**config.mk**
```make
export PLATFORM = sky130hd
export DESIGN_NAME = otpa_ctrl
export DESIGN_NICKNAME = d
export VERILOG_FILES = /design/src/otpa_pkg.sv /design/src/otpa_ctrl.sv /design/src/otpa_sync.sv
export SDC_FILE = /design/constraint.sdc
export NUM_CORES = 1
export LEC_CHECK = 0
export BUFFER_PORTS_ARGS = -buffer_cell sky130_fd_sc_hd__buf_2
export CAP_MARGIN = 20
export CORE_MARGIN = 4
export CORE_UTILIZATION = 54
export DETAILED_ROUTE_END_ITERATION = 8
export HOLD_SLACK_MARGIN = 0.05
export PLACE_DENSITY = 0.8
export SYNTH_ARGS = -nofsm -noshare
export SYNTH_HDL_FRONTEND = slang
export SYNTH_SLANG_ARGS = --single-unit
```
**constraint.sdc**
```tcl
create_clock -name sys_clk_i -period 2.9 [get_ports sys_clk_i]
set_input_delay 0.435 -clock sys_clk_i [delete_from_list [all_inputs] [get_ports sys_clk_i]]
set_output_delay 0.435 -clock sys_clk_i [all_outputs]
set_load 0.005 [all_outputs]
```
**src/otpa_pkg.sv**
```systemverilog
`default_nettype none

package otpa_pkg;

   // System clock rate in MHz; every cycle count below except SYNC_LAT derives from it.
   localparam int CLK_MHZ     = 100;
   // Counter width for all timed waits.
   localparam int CNT_W       = 16;

   // Slowest speed grade, so any part is covered.
   localparam int T_ACC_NS    = 250;  // Address access time.
   localparam int T_DF_NS     = 70;   // Output float after output enable rises.
   localparam int T_AS_NS     = 2000; // Address and data setup before a pulse.
   localparam int T_DH_NS     = 2000; // Data hold after a pulse.
   localparam int T_PULSE_US  = 100;  // Program pulse width.

   // Least times round up to whole cycles.
   localparam int ACC_CYC     = (T_ACC_NS * CLK_MHZ + 999) / 1000;
   localparam int DF_CYC      = (T_DF_NS * CLK_MHZ + 999) / 1000;
   localparam int AS_CYC      = (T_AS_NS * CLK_MHZ + 999) / 1000;
   localparam int DH_CYC      = (T_DH_NS * CLK_MHZ + 999) / 1000;
   localparam int PULSE_CYC   = T_PULSE_US * CLK_MHZ;
   // Read wait beyond the access time. Three stages and the filter register
   // take four edges. One more edge is needed because the access time ends
   // on a clock edge, where the first stage may still take the old level.
   localparam int SYNC_LAT    = 5;
   localparam int RD_WAIT     = ACC_CYC + SYNC_LAT;

   localparam int MAX_PULSES  = 25;
   localparam int ADDR_W      = 17;
   localparam int DATA_W      = 8;
   localparam logic [7:0]  ERASED_BYTE  = 8'hff;
   // Address bits allowed high during identifier readout.
   localparam logic [16:0] ID_ADDR_MASK = 17'h00201;

   // User command codes.
   typedef enum logic [1:0] {
      OTPA_OP_READ = 2'h0,
      OTPA_OP_PROG = 2'h1,
      OTPA_OP_ID   = 2'h2
   } otpa_op_t;

   // Sequencer states, Gray coded along the program path.
   typedef enum logic [2:0] {
      S_IDLE   = 3'h0,
      S_SETUP  = 3'h1,
      S_PULSE  = 3'h3,
      S_HOLD   = 3'h2,
      S_VERIFY = 3'h6,
      S_CHECK  = 3'h7,
      S_DONE   = 3'h5,
      S_READ   = 3'h4
   } otpa_state_t;

endpackage

`default_nettype wire

```
**src/otpa_ctrl.sv**
```systemverilog
`timescale 1ns/1ps
`default_nettype none

// Functional notes
// - Drive whole byte on data pins.
// - Program mode: supply up, strobe low.
// - One 100 us low program pulse.
// - Retry mismatches, at most 25 pulses; here a mismatch that needs a zero to return to one fails at once.
// - Program every address in turn; here each command programs one byte and the caller walks the array.
// - Ganged: select pulse programs one device.
// - Verify: select, enable low, strobe high.
// - Identifier mode: high voltage on line.
// - Other address lines low for identifier.
// - Data valid output-gate delay after enable.
// - Decode select; enable shares read strobe.
module otpa_ctrl
   import otpa_pkg::*;
#(
   parameter int PULSE_CYCLES = PULSE_CYC
) (
   input  wire logic          sys_clk_i,
   input  wire logic          rst_i,
   input  wire logic          cmd_valid_i,
   output logic               cmd_ready_o,
   input  wire logic [1:0]    cmd_op_i,
   input  wire logic [16:0]   cmd_addr_i,
   input  wire logic [7:0]    cmd_wdata_i,
   input  wire logic          cmd_gang_i,
   output logic               done_o,
   output logic [7:0]         rdata_o,
   output logic               fail_o,
   output logic               parity_ok_o,
   output logic [4:0]         pulses_o,
   output logic [16:0]        mem_addr_o,
   output logic               select_n_o,
   output logic               out_en_n_o,
   output logic               program_strobe_n_o,
   output logic               vpp_en_o,
   output logic               id_hv_en_o,
   output logic [7:0]         mem_data_o,
   output logic               mem_data_oe_o,
   input  wire logic [7:0]    mem_data_i
);
   otpa_state_t       state_q, state_d;   // Sequencer state.
   logic [CNT_W-1:0]  cnt_q, cnt_d;       // Down counter for timed waits.
   otpa_op_t          op_q, op_d;         // Command in progress.
   logic              gang_q, gang_d;     // Pulse on select instead of strobe.
   logic [16:0]       addr_q, addr_d;     // Address on the pins.
   logic [7:0]        wdata_q, wdata_d;   // Byte being programmed.
   logic [7:0]        rdata_q, rdata_d;   // Last byte read back.
   logic              fail_q, fail_d;     // Program gave up.
   logic              par_q, par_d;       // Odd parity of last read.
   logic [4:0]        pulses_q, pulses_d; // Pulses spent on this byte.
   // Pin drivers, registered so the memory never sees decode glitches.
   logic sel_n_q, sel_n_d, oe_n_q, oe_n_d, stb_n_q, stb_n_d;
   logic vpp_q, vpp_d, hv_q, hv_d, doe_q, doe_d;
   logic [7:0]        rbyte;              // Synchronised data pins.

   // Waits are loaded as length minus one so a state lasts exactly that long.
   function automatic logic [CNT_W-1:0] wait_of(input int cycles);
      return CNT_W'(cycles - 1);
   endfunction

   otpa_sync #(.W(DATA_W)) u_sync (
      .sys_clk_i (sys_clk_i),
      .rst_i     (rst_i),
      .d_i       (mem_data_i),
      .q_o       (rbyte)
   );

   // Sequencer: reads, identifier reads and the pulse-and-verify loop.
   always_comb begin
      state_d  = state_q;
      cnt_d    = (cnt_q != '0) ? cnt_q - 1'b1 : cnt_q;
      op_d     = op_q;
      gang_d   = gang_q;
      addr_d   = addr_q;
      wdata_d  = wdata_q;
      rdata_d  = rdata_q;
      fail_d   = fail_q;
      par_d    = par_q;
      pulses_d = pulses_q;
      case (state_q)
         S_IDLE: begin
            if (cmd_valid_i) begin
               gang_d   = cmd_gang_i;
               wdata_d  = cmd_wdata_i;
               fail_d   = 1'b0;
               pulses_d = 5'h00;
               addr_d   = cmd_addr_i;
               if (cmd_op_i == OTPA_OP_PROG) begin
                  // Each command programs one byte; the caller walks the array.
                  op_d    = OTPA_OP_PROG;
                  state_d = S_SETUP;
                  cnt_d   = wait_of(DF_CYC + AS_CYC);
               end else if (cmd_op_i == OTPA_OP_ID) begin
                  // Only bit zero may vary; the rest are held low.
                  op_d    = OTPA_OP_ID;
                  addr_d  = {16'h0000, cmd_addr_i[0]};
                  state_d = S_READ;
                  cnt_d   = wait_of(RD_WAIT);
               end else begin
                  // Unknown codes are served as plain reads.
                  op_d    = OTPA_OP_READ;
                  state_d = S_READ;
                  cnt_d   = wait_of(RD_WAIT);
               end
            end
         end
         S_SETUP: begin
            // Old outputs float first, then address and data settle.
            if (cnt_q == '0) begin
               state_d  = S_PULSE;
               cnt_d    = wait_of(PULSE_CYCLES);
               pulses_d = pulses_q + 5'h01;
            end
         end
         S_PULSE: begin
            if (cnt_q == '0) begin
               state_d = S_HOLD;
               cnt_d   = wait_of(DH_CYC);
            end
         end
         S_HOLD: begin
            if (cnt_q == '0) begin
               state_d = S_VERIFY;
               cnt_d   = wait_of(RD_WAIT);
            end
         end
         S_VERIFY: begin
            // Access time plus synchroniser before the byte is trusted.
            if (cnt_q == '0) begin
               state_d = S_CHECK;
            end
         end
         S_CHECK: begin
            rdata_d = rbyte;
            par_d   = ^rbyte;
            if (rbyte == wdata_q) begin
               state_d = S_DONE;
            end else if ((wdata_q & ~rbyte) != 8'h00) begin
               // A stored zero can never return to one, so retrying is futile.
               fail_d  = 1'b1;
               state_d = S_DONE;
            end else if (pulses_q >= 5'(MAX_PULSES)) begin
               fail_d  = 1'b1;
               state_d = S_DONE;
            end else begin
               state_d = S_SETUP;
               cnt_d   = wait_of(DF_CYC + AS_CYC);
            end
         end
         S_READ: begin
            if (cnt_q == '0) begin
               rdata_d = rbyte;
               // Identifier bytes should show odd parity.
               par_d   = ^rbyte;
               state_d = S_DONE;
            end
         end
         S_DONE: begin
            state_d = S_IDLE;
         end
         default: begin
            state_d = S_IDLE;
         end
      endcase
   end

   // Pin levels follow the next state, so pins and state change together.
   always_comb begin
      sel_n_d = 1'b1;
      oe_n_d  = 1'b1;
      stb_n_d = 1'b1;
      vpp_d   = 1'b0;
      hv_d    = 1'b0;
      doe_d   = 1'b0;
      case (state_d)
         S_SETUP: begin
            // Ganged parts wait deselected with the strobe already low.
            sel_n_d = gang_d;
            stb_n_d = ~gang_d;
            vpp_d   = 1'b1;
            // Data is driven only after the outputs have floated.
            doe_d   = (cnt_d < CNT_W'(AS_CYC));
         end
         S_PULSE: begin
            // Program mode: supply up, output enable high.
            sel_n_d = 1'b0;
            stb_n_d = 1'b0;
            vpp_d   = 1'b1;
            doe_d   = 1'b1;
         end
         S_HOLD: begin
            sel_n_d = gang_d;
            stb_n_d = ~gang_d;
            vpp_d   = 1'b1;
            doe_d   = 1'b1;
         end
         S_VERIFY, S_CHECK: begin
            sel_n_d = 1'b0;
            oe_n_d  = 1'b0;
            vpp_d   = 1'b1;
         end
         S_READ: begin
            // Both controls low together; select acts as the read strobe.
            sel_n_d = 1'b0;
            oe_n_d  = 1'b0;
            hv_d    = (op_d == OTPA_OP_ID);
         end
         default: begin
            sel_n_d = 1'b1;
         end
      endcase
   end

   // Registers only.
   always_ff @(posedge sys_clk_i) begin
      if (rst_i) begin
         state_q  <= S_IDLE;
         cnt_q    <= '0;
         op_q     <= OTPA_OP_READ;
         gang_q   <= 1'b0;
         addr_q   <= '0;
         wdata_q  <= ERASED_BYTE;
         rdata_q  <= ERASED_BYTE;
         fail_q   <= 1'b0;
         par_q    <= 1'b0;
         pulses_q <= 5'h00;
         sel_n_q  <= 1'b1;
         oe_n_q   <= 1'b1;
         stb_n_q  <= 1'b1;
         vpp_q    <= 1'b0;
         hv_q     <= 1'b0;
         doe_q    <= 1'b0;
      end else begin
         state_q  <= state_d;
         cnt_q    <= cnt_d;
         op_q     <= op_d;
         gang_q   <= gang_d;
         addr_q   <= addr_d;
         wdata_q  <= wdata_d;
         rdata_q  <= rdata_d;
         fail_q   <= fail_d;
         par_q    <= par_d;
         pulses_q <= pulses_d;
         sel_n_q  <= sel_n_d;
         oe_n_q   <= oe_n_d;
         stb_n_q  <= stb_n_d;
         vpp_q    <= vpp_d;
         hv_q     <= hv_d;
         doe_q    <= doe_d;
      end
   end

   assign cmd_ready_o        = (state_q == S_IDLE);
   assign done_o             = (state_q == S_DONE);
   assign rdata_o            = rdata_q;
   assign fail_o             = fail_q;
   assign parity_ok_o        = par_q;
   assign pulses_o           = pulses_q;
   assign mem_addr_o         = addr_q;
   assign select_n_o         = sel_n_q;
   assign out_en_n_o         = oe_n_q;
   assign program_strobe_n_o = stb_n_q;
   assign vpp_en_o           = vpp_q;
   assign id_hv_en_o         = hv_q;
   assign mem_data_o         = wdata_q;
   assign mem_data_oe_o      = doe_q;

   // Length of the current strobe-low stretch, for checking only.
   logic [CNT_W-1:0] low_q;
   always_ff @(posedge sys_clk_i) begin
      if (rst_i || program_strobe_n_o) begin
         low_q <= '0;
      end else begin
         low_q <= low_q + 1'b1;
      end
   end
endmodule

`default_nettype wire

```
**src/otpa_sync.sv**
```systemverilog
`timescale 1ns/1ps
`default_nettype none

// Brings the memory data pins into the clock domain. The value moves on
// only when the second and third stages agree, which filters a single
// metastable sample at the cost of one extra cycle.
module otpa_sync #(
   parameter int W = 8
) (
   input  wire logic         sys_clk_i,
   input  wire logic         rst_i,
   input  wire logic [W-1:0] d_i,
   output logic      [W-1:0] q_o
);
   logic [W-1:0] s1_q;  // First stage, read only by the second.
   logic [W-1:0] s2_q;  // Second stage.
   logic [W-1:0] s3_q;  // Third stage.
   logic [W-1:0] q_q;   // Filtered output.
   logic [W-1:0] q_d;

   // Accept a bit once two settled stages agree on it.
   always_comb begin
      q_d = q_q;
      for (int i = 0; i < W; i++) begin
         if (s2_q[i] == s3_q[i]) begin
            q_d[i] = s3_q[i];
         end
      end
   end

   // Registers only.
   always_ff @(posedge sys_clk_i) begin
      if (rst_i) begin
         s1_q <= '1;
         s2_q <= '1;
         s3_q <= '1;
         q_q  <= '1;
      end else begin
         s1_q <= d_i;
         s2_q <= s1_q;
         s3_q <= s2_q;
         q_q  <= q_d;
      end
   end

   assign q_o = q_q;
endmodule

`default_nettype wire

```
==> impl_metrics.env, run 1 <==
export IMPL_outcome="completed"
export IMPL_power_report_internal_total_uw=2609
export IMPL_wire_per_inst_um=14.50
export IMPL_worst_slew_margin_rel=0.6619
export IMPL_grt_start_max_net_pins=36
export IMPL_dp_hpwl_um=7105
export IMPL_synth_cell_area_sq_um=4250
export IMPL_worstHoldStart="mem_data_i[5]"
export IMPL_worst_path_max_fanout=17
export IMPL_rr_endpoint="mem_data_oe_o"
export IMPL_grtUsageMet3=0.05768
export IMPL_timing_max_cap_violations=0
export IMPL_detail_route_vias_per_cell=5.478
export IMPL_place_gp_congestion=0.9360
export IMPL_drt_total_wl_um=9670
export IMPL_switchingPower_uw=1661
export IMPL_num_antenna_cells=0
export IMPL_antenna_violations_before_repair=0
export IMPL_placement_io_buffers=86
export IMPL_required_ns=3.21
export IMPL_synth_cells=478
export IMPL_worst_setup_hold_path_clk_slew_ns=0.11
export IMPL_r2r_setup_slack_ns=0.36
export IMPL_row_count=32
export IMPL_startpoint_type="register"
export IMPL_clockBufferDepth=2
export IMPL_power_leakage_uw=0.002189
export IMPL_final_period_utilization=0.8767
export IMPL_layout_core_utilization=0.6462
export IMPL_die_area_sq_um=9355
export IMPL_instances_no_fill=667
export IMPL_worst_slew_pin_transition_ns=0.5049
export IMPL_drt_iter0_markers=407
export IMPL_final_hold_violation_count=0
export IMPL_library_cells_used_by_synthesis=53
export IMPL_fp_dieH_um=96.72
export IMPL_sort_of_element_at_the_end_of_the_critical_path="register"
export IMPL_grt_busiest_layer="met2"
export IMPL_worst_min_path_class="in2reg"
export IMPL_relative_contribution_of_combinational_cells_to_total_power=0.382
export IMPL_synth_async_reset_ratio=0
export IMPL_gr_total_overflow=0
export IMPL_fp_coreArea_sq_um=7687
export IMPL_grt_met2_usage=0.3482
export IMPL_seqPwrFrac=0.413
export IMPL_clock_skews_ns=0.01106
export IMPL_firstDrtPassIters=5
export IMPL_grt_pass1_wl_um=16350
export IMPL_clock_tree_root_cell="sky130_fd_sc_hd__clkbuf_8"
export IMPL_filler_cell_count=665
export IMPL_fin_crit_ns=2.542
export IMPL_rsz0062_at_grt="false"
export IMPL_setup_worst_path_start="cnt_q[0]"
export IMPL_final_setup_viol_count=0
export IMPL_yosys_register_bits=100
export IMPL_yosys_warning_count=0
export IMPL_htree_levels=3
export IMPL_route_vias_total=3654
export IMPL_ioPinCount=87
export IMPL_cts_repair_resize_count=0
export IMPL_clkPwrFrac=0.206
export IMPL_tritoncts="built"
export IMPL_final_net_count=612
export IMPL_floorplan_initialDensity=0.5529
export IMPL_drc=0
export IMPL_worst_skew_pair_late_latency_ns=0.36
export IMPL_worst_hold_path_ep="u_sync.s1_q[5]"
export IMPL_irDropWorstVdd_mv=0.3736
export IMPL_numCtsBuffers=9
export IMPL_fin_setup_tns_ns=0
export IMPL_switch_share=0.3891
export IMPL_cts_setup_buffers=0
export IMPL_synth_yosys_seq_area_share=0.4710
export IMPL_grt_pass1_vias=3607
export IMPL_power_density_cell_area_nw_per_um2=859.7
export IMPL_synthesis_area_per_instance_sq_um=8.892
export IMPL_hold_buffer_count_at_cts=0
export IMPL_number_of_instances_on_the_worst_hold_path=2
export IMPL_final_max_slew_viol_count=0
export IMPL_max_freq_mhz=393.3
export IMPL_overall_fraction_of_global_route_tracks_in_use=0.2059
export IMPL_placed_instance_count=651
export IMPL_rr_startpoint="cnt_q[0]"
export IMPL_clock_sinks=100
export IMPL_cp_arrival_ns=2.85
export IMPL_grt_met1_usage=0.2600
export IMPL_die_w_um=96.72
export IMPL_synth_ff_type="sky130_fd_sc_hd__dfxtp_1"
export IMPL_fraction_of_final_layout_cells_sized_beyond_drive_strength_1=0.2726
export IMPL_final_antenna_net_count=0
export IMPL_syn_num_nets=530
export IMPL_syn_to_layout_area_delta_pct=16.87
export IMPL_crit_type="reg2reg"
export IMPL_count_of_flip_flops_with_a_built_in_enable_after_synthesis=0
export IMPL_worst_r2r_cell_count=9
## metrics by stage
| step | hold WS (ns) | cell area (sq um) | setup slack (ns) | power, uW |
|---|---|---|---|---|
| finish | 0.2462 | 4967 | 0.3575 | 4270 |
| floorplan | 0.3895 | 4250 | 0.6253 | 3009 |
| global placement | 0.3906 | 4762 | 0.3688 | 3348 |
| global route | 0.2191 | 4967 | 0.1934 | 4553 |
| detailed placement | 0.3940 | 4762 | 0.2741 | 3394 |
| CTS | 0.2316 | 4966 | 0.2403 | 4275 |
## metal layers
layer  wire length [um]  vias to the layer above
li1                   -                     1807
met1               4160                     1706
met2               4655                      133
met3                798                        8
met4                 55                        0
met5                  0                        -
## cells in the final DEF (no fill, tap or decap), drive strengths merged, types with 3 or more instances in the layout
cell	Yosys	layout
nand3	10	10
a31oi	5	5
clkbuf	17	9
xnor2	17	17
ha	13	13
o211ai	11	11
or2	25	25
o21ai	15	15
nand2	44	44
o21a	5	5
buf	9	97
xor2	6	6
a22oi	17	17
nor4	10	10
and2	4	4
inv	18	20
nand2b	5	5
nor3	19	19
or3	7	7
clkinv	0	4
nand4	5	5
a21oi	25	25
nor2	62	62
nor2b	3	3
dfxtp	100	100
## Yosys cell counts, types with 7 or more instances
| cell | instances | share of area |
|---|---|---|
| sky130_fd_sc_hd__o211ai_1 | 11 | 0.019 |
| sky130_fd_sc_hd__a21oi_1 | 25 | 0.029 |
| sky130_fd_sc_hd__a22oi_1 | 17 | 0.030 |
| sky130_fd_sc_hd__clkbuf_1 | 16 | 0.014 |
| sky130_fd_sc_hd__nor4_1 | 8 | 0.012 |
| sky130_fd_sc_hd__ha_1 | 13 | 0.038 |
| sky130_fd_sc_hd__nand2_1 | 43 | 0.038 |
| sky130_fd_sc_hd__nor3_1 | 14 | 0.016 |
| sky130_fd_sc_hd__or2_2 | 25 | 0.037 |
| sky130_fd_sc_hd__inv_1 | 17 | 0.015 |
| sky130_fd_sc_hd__dfxtp_1 | 100 | 0.47 |
| sky130_fd_sc_hd__o21ai_0 | 15 | 0.018 |
| sky130_fd_sc_hd__xnor2_1 | 17 | 0.035 |
| sky130_fd_sc_hd__nor2_1 | 62 | 0.055 |
| sky130_fd_sc_hd__nand3_1 | 10 | 0.012 |
| sky130_fd_sc_hd__or3_1 | 7 | 0.010 |
## flip-flops by register name, summed over array words and instances (netlist names), 2 cells and up
name / count
cnt_q: 16
mem_addr_o: 17
mem_data_o: 8
op_q: 2
pulses_o: 5
rdata_o: 8
state_q: 3
u_sync.q_o: 8
u_sync.s1_q: 8
u_sync.s2_q: 8
u_sync.s3_q: 8
## power by group through the flow
stage                     clock [uW]  sequential (uW)  combinational, uW
after floorplan                    0             1750               1260
after global placement             0             1780               1570
after detailed placement           0             1790               1610
after CTS                        899             1760               1620
after global routing             959             1790               1810
final                            878             1760               1630
## critical path, cell delays in order (launching register included)
cell and delay, ns:
sky130_fd_sc_hd__dfxtp_1 0.39, sky130_fd_sc_hd__inv_1 0.08, sky130_fd_sc_hd__ha_1 0.20, sky130_fd_sc_hd__nor4b_1 0.14, sky130_fd_sc_hd__and4_2 0.35, sky130_fd_sc_hd__or4b_4 0.55, sky130_fd_sc_hd__xor2_1 0.18, sky130_fd_sc_hd__nand4_1 0.15
sky130_fd_sc_hd__a211oi_2 0.26, sky130_fd_sc_hd__o221a_1 0.20
## cells by family after synthesis
logic type | share of synthesized area
AND/OR/NAND/NOR | 0.2470
flip-flops | 0.4710
AO/OA/AOI/OAI | 0.1416
buffers and inverters | 0.04739
XOR/XNOR | 0.04739
adder cells (fa/ha/maj) | 0.03827
multiplexers | 0.007359
## worst max-delay path by stage
stage	to	depth (start not counted)
after floorplan	mem_data_oe_o	10
after global placement	mem_data_oe_o	10
after detailed placement	mem_data_oe_o	10
after CTS	mem_data_oe_o	10
after global routing	mem_data_oe_o	10
final	mem_data_oe_o	9
## cell type report
class / instances / area, sq um / area share
multi-input cells: 334 / 2053 / 0.4134
flip-flops and latches: 100 / 2002 / 0.4030
repair buffers: 97 / 513.0 / 0.1033
well taps: 102 / 127.6 / 0.02569
clock buffers: 9 / 123.9 / 0.02494
clock inverters: 7 / 80.08 / 0.01612
inverters: 18 / 67.56 / 0.01360
Power figures use the tool's default switching activity.
==> run 2: changes to the inputs <==
ABC_AREA = 1   (was default)
CORE_UTILIZATION = 55   (was 54)
==> impl_metrics.env, run 2 <==
export IMPL_outcome="completed"
export IMPL_fin_crit_ns=2.228
export IMPL_fp_dieH_um=98.60
export IMPL_final_net_count=754
export IMPL_worst_skew_pair_late_latency_ns=0.36
export IMPL_count_of_flip_flops_with_a_built_in_enable_after_synthesis=0
export IMPL_grt_pass1_vias=3843
export IMPL_route_vias_total=4190
export IMPL_startpoint_type="register"
export IMPL_rr_startpoint="cnt_q[0]"
export IMPL_rsz0062_at_grt="false"
export IMPL_largest_reg_flops=17
export IMPL_final_hold_violation_count=0
export IMPL_die_w_um=98.60
export IMPL_syn_to_layout_area_delta_pct=16.24
export IMPL_yosys_register_bits=100
export IMPL_fin_setup_tns_ns=0
export IMPL_synth_ff_type="sky130_fd_sc_hd__dfxtp_1"
export IMPL_timing_max_cap_violations=0
export IMPL_place_gp_congestion=0.8954
export IMPL_max_freq_mhz=448.9
export IMPL_clock_tree_root_cell="sky130_fd_sc_hd__clkbuf_8"
export IMPL_row_count=32
export IMPL_final_period_utilization=0.7682
export IMPL_fin_ws_ns=0.6721
export IMPL_antenna_violations_before_repair=0
export IMPL_ioPinCount=87
export IMPL_synth_cells=620
export IMPL_cts_setup_buffers=0
export IMPL_power_leakage_uw=0.002655
export IMPL_worst_slew_pin_transition_ns=0.6458
export IMPL_synth_top_area_share=0.4435
export IMPL_cp_arrival_ns=2.46
export IMPL_rr_endpoint="select_n_o"
export IMPL_fraction_of_final_layout_cells_sized_beyond_drive_strength_1=0.2249
export IMPL_clock_sinks=100
export IMPL_drt_total_wl_um=10360
export IMPL_setup_worst_path_start="cnt_q[0]"
export IMPL_number_of_instances_on_the_worst_hold_path=2
export IMPL_worst_hold_path_ep="u_sync.s1_q[2]"
export IMPL_cts_repair_resize_count=0
export IMPL_grt_start_max_net_pins=73
export IMPL_synth_cells_most_frequent="sky130_fd_sc_hd__nand2_1 (173), sky130_fd_sc_hd__dfxtp_1 (100), sky130_fd_sc_hd__nor2_1 (74)"
export IMPL_worst_r2r_cell_count=17
export IMPL_layout_commonest_cell="sky130_fd_sc_hd__nand2_1"
export IMPL_worstHoldStart="mem_data_i[2]"
export IMPL_pre_cts_slack_ns=0.7095
export IMPL_tritoncts="built"
export IMPL_irDropWorstVdd_mv=0.4277
export IMPL_grt_pass1_wl_um=17210
export IMPL_synthMostInstantiatedCell="sky130_fd_sc_hd__nand2_1"
export IMPL_synthesis_area_per_instance_sq_um=7.281
export IMPL_synth_yosys_seq_area_share=0.4435
export IMPL_synth_cell_area_sq_um=4514
export IMPL_wire_per_inst_um=12.80
export IMPL_syn_num_nets=672
export IMPL_hold_buffer_count_at_cts=0
export IMPL_sort_of_element_at_the_end_of_the_critical_path="register"
export IMPL_library_cells_used_by_synthesis=33
export IMPL_placement_io_buffers=86
export IMPL_drt_iter0_markers=164
export IMPL_floorplan_initialDensity=0.5753
export IMPL_overall_fraction_of_global_route_tracks_in_use=0.2148
export IMPL_dp_hpwl_um=7942
export IMPL_final_max_slew_viol_count=0
export IMPL_r2r_setup_slack_ns=0.67
export IMPL_worst_path_max_fanout=13
export IMPL_final_setup_viol_count=0
export IMPL_worst_min_path_class="in2reg"
export IMPL_instances_no_fill=809
export IMPL_worst_slew_margin_rel=0.5695
export IMPL_clock_skews_ns=0.01276
export IMPL_drc=0
export IMPL_synthTopCellsByArea="sky130_fd_sc_hd__dfxtp_1 (44%), sky130_fd_sc_hd__nand2_1 (14%), sky130_fd_sc_hd__nor2_1 (6.2%), sky130_fd_sc_hd__inv_1 (4.2%), sky130_fd_sc_hd__ha_1 (3.6%)"
export IMPL_layout_common_cells="sky130_fd_sc_hd__nand2_1 (173), sky130_fd_sc_hd__dfxtp_1 (100), sky130_fd_sc_hd__buf_2 (86), sky130_fd_sc_hd__nor2_1 (74), sky130_fd_sc_hd__inv_1 (50)"
export IMPL_htree_levels=3
export IMPL_die_area_sq_um=9721
export IMPL_detail_route_vias_per_cell=5.179
export IMPL_fp_coreArea_sq_um=7848
export IMPL_synth_async_reset_ratio=0
export IMPL_gr_total_overflow=0
export IMPL_clockBufferDepth=2
export IMPL_final_antenna_net_count=0
export IMPL_yosys_warning_count=0
export IMPL_crit_type="reg2reg"
export IMPL_worst_setup_hold_path_clk_slew_ns=0.10
export IMPL_power_density_cell_area_nw_per_um2=1022
export IMPL_synthDominantAreaCellType="sky130_fd_sc_hd__dfxtp_1"
export IMPL_placed_instance_count=793
export IMPL_numCtsBuffers=9
export IMPL_num_antenna_cells=0
export IMPL_firstDrtPassIters=5
export IMPL_required_ns=3.13
==> run 2: where the power goes <==
part	leakage, uW	total [uW]	switching [uW]	internal, uW
clock network	0.000110	1010	507	500
logic	0.00173	2540	1670	873
registers	0.000820	1820	196	1620
total	0.00266	5360	2370	2990
==> run 2: worst max-delay path by stage <==
stage | endpoint | slack, ns | depth (start not counted)
global placement | select_n_o | 0.85 | 17
CTS | select_n_o | 0.69 | 17
finish | select_n_o | 0.67 | 17
floorplan | select_n_o | 1.14 | 17
global route | select_n_o | 0.40 | 17
detailed placement | select_n_o | 0.71 | 17
==> run 2: stage by stage <==
| step | utilization | power (uW) | area [sq um] | hold slack, ns |
|---|---|---|---|---|
| 4_1_cts | 0.6687 | 5384 | 5248 | 0.2332 |
| 3_5_place_dp | 0.6387 | 4373 | 5012 | 0.3933 |
| 6_report | 0.6687 | 5363 | 5248 | 0.2484 |
| 2_1_floorplan | - | 3734 | 4514 | 0.3895 |
| 5_1_grt | 0.6687 | 5856 | 5248 | 0.2284 |
| 3_3_place_gp | 0.6387 | 4319 | 5012 | 0.3913 |
==> run 2: kinds of logic (layout without fill, tap and decap cells) <==
group | count (synthesis) | after routing | share of synthesized area
AO/OA/AOI/OAI | 79 | 79 | 0.09784
flip-flops | 100 | 100 | 0.4435
multiplexers | 1 | 1 | 0.002217
adder cells (fa/ha/maj) | 13 | 13 | 0.03603
XOR/XNOR | 14 | 14 | 0.02716
buffers and inverters | 73 | 160 | 0.06403
AND/OR/NAND/NOR | 340 | 340 | 0.3293
==> run 2: cell type report <==
class / instances / area (sq um)
multi-input cells: 447 / 2223
clock inverters: 7 / 111.4
inverters: 55 / 206.4
well taps: 102 / 127.6
repair buffers: 89 / 452.9
clock buffers: 9 / 123.9
flip-flops and latches: 100 / 2002
fillers: 706 / 2600
==> run 2: metal layers <==
| layer | part of all wire | global-route usage |
|---|---|---|
| met3 | 0.065 | 0.05237 |
| met1 | 0.42 | 0.2653 |
| met2 | 0.48 | 0.3567 |
| met5 | 0 | 0 |
| met4 | 0.032 | 0.09349 |
==> run 2: critical path, stage by stage, from the launching register on <==
cell	delay, ns
sky130_fd_sc_hd__dfxtp_1	0.34
sky130_fd_sc_hd__inv_1	0.14
sky130_fd_sc_hd__ha_1	0.19
sky130_fd_sc_hd__inv_1	0.05
sky130_fd_sc_hd__nor2_1	0.12
sky130_fd_sc_hd__nand2_1	0.08
sky130_fd_sc_hd__nor2_2	0.09
sky130_fd_sc_hd__nand2_2	0.19
sky130_fd_sc_hd__inv_1	0.15
sky130_fd_sc_hd__nand2_1	0.09
sky130_fd_sc_hd__nand3_1	0.08
sky130_fd_sc_hd__nand2_1	0.10
sky130_fd_sc_hd__inv_1	0.11
sky130_fd_sc_hd__nand2_1	0.07
sky130_fd_sc_hd__o21ai_1	0.13
sky130_fd_sc_hd__nand2_1	0.08
sky130_fd_sc_hd__nand2_1	0.06
sky130_fd_sc_hd__nand2_1	0.04
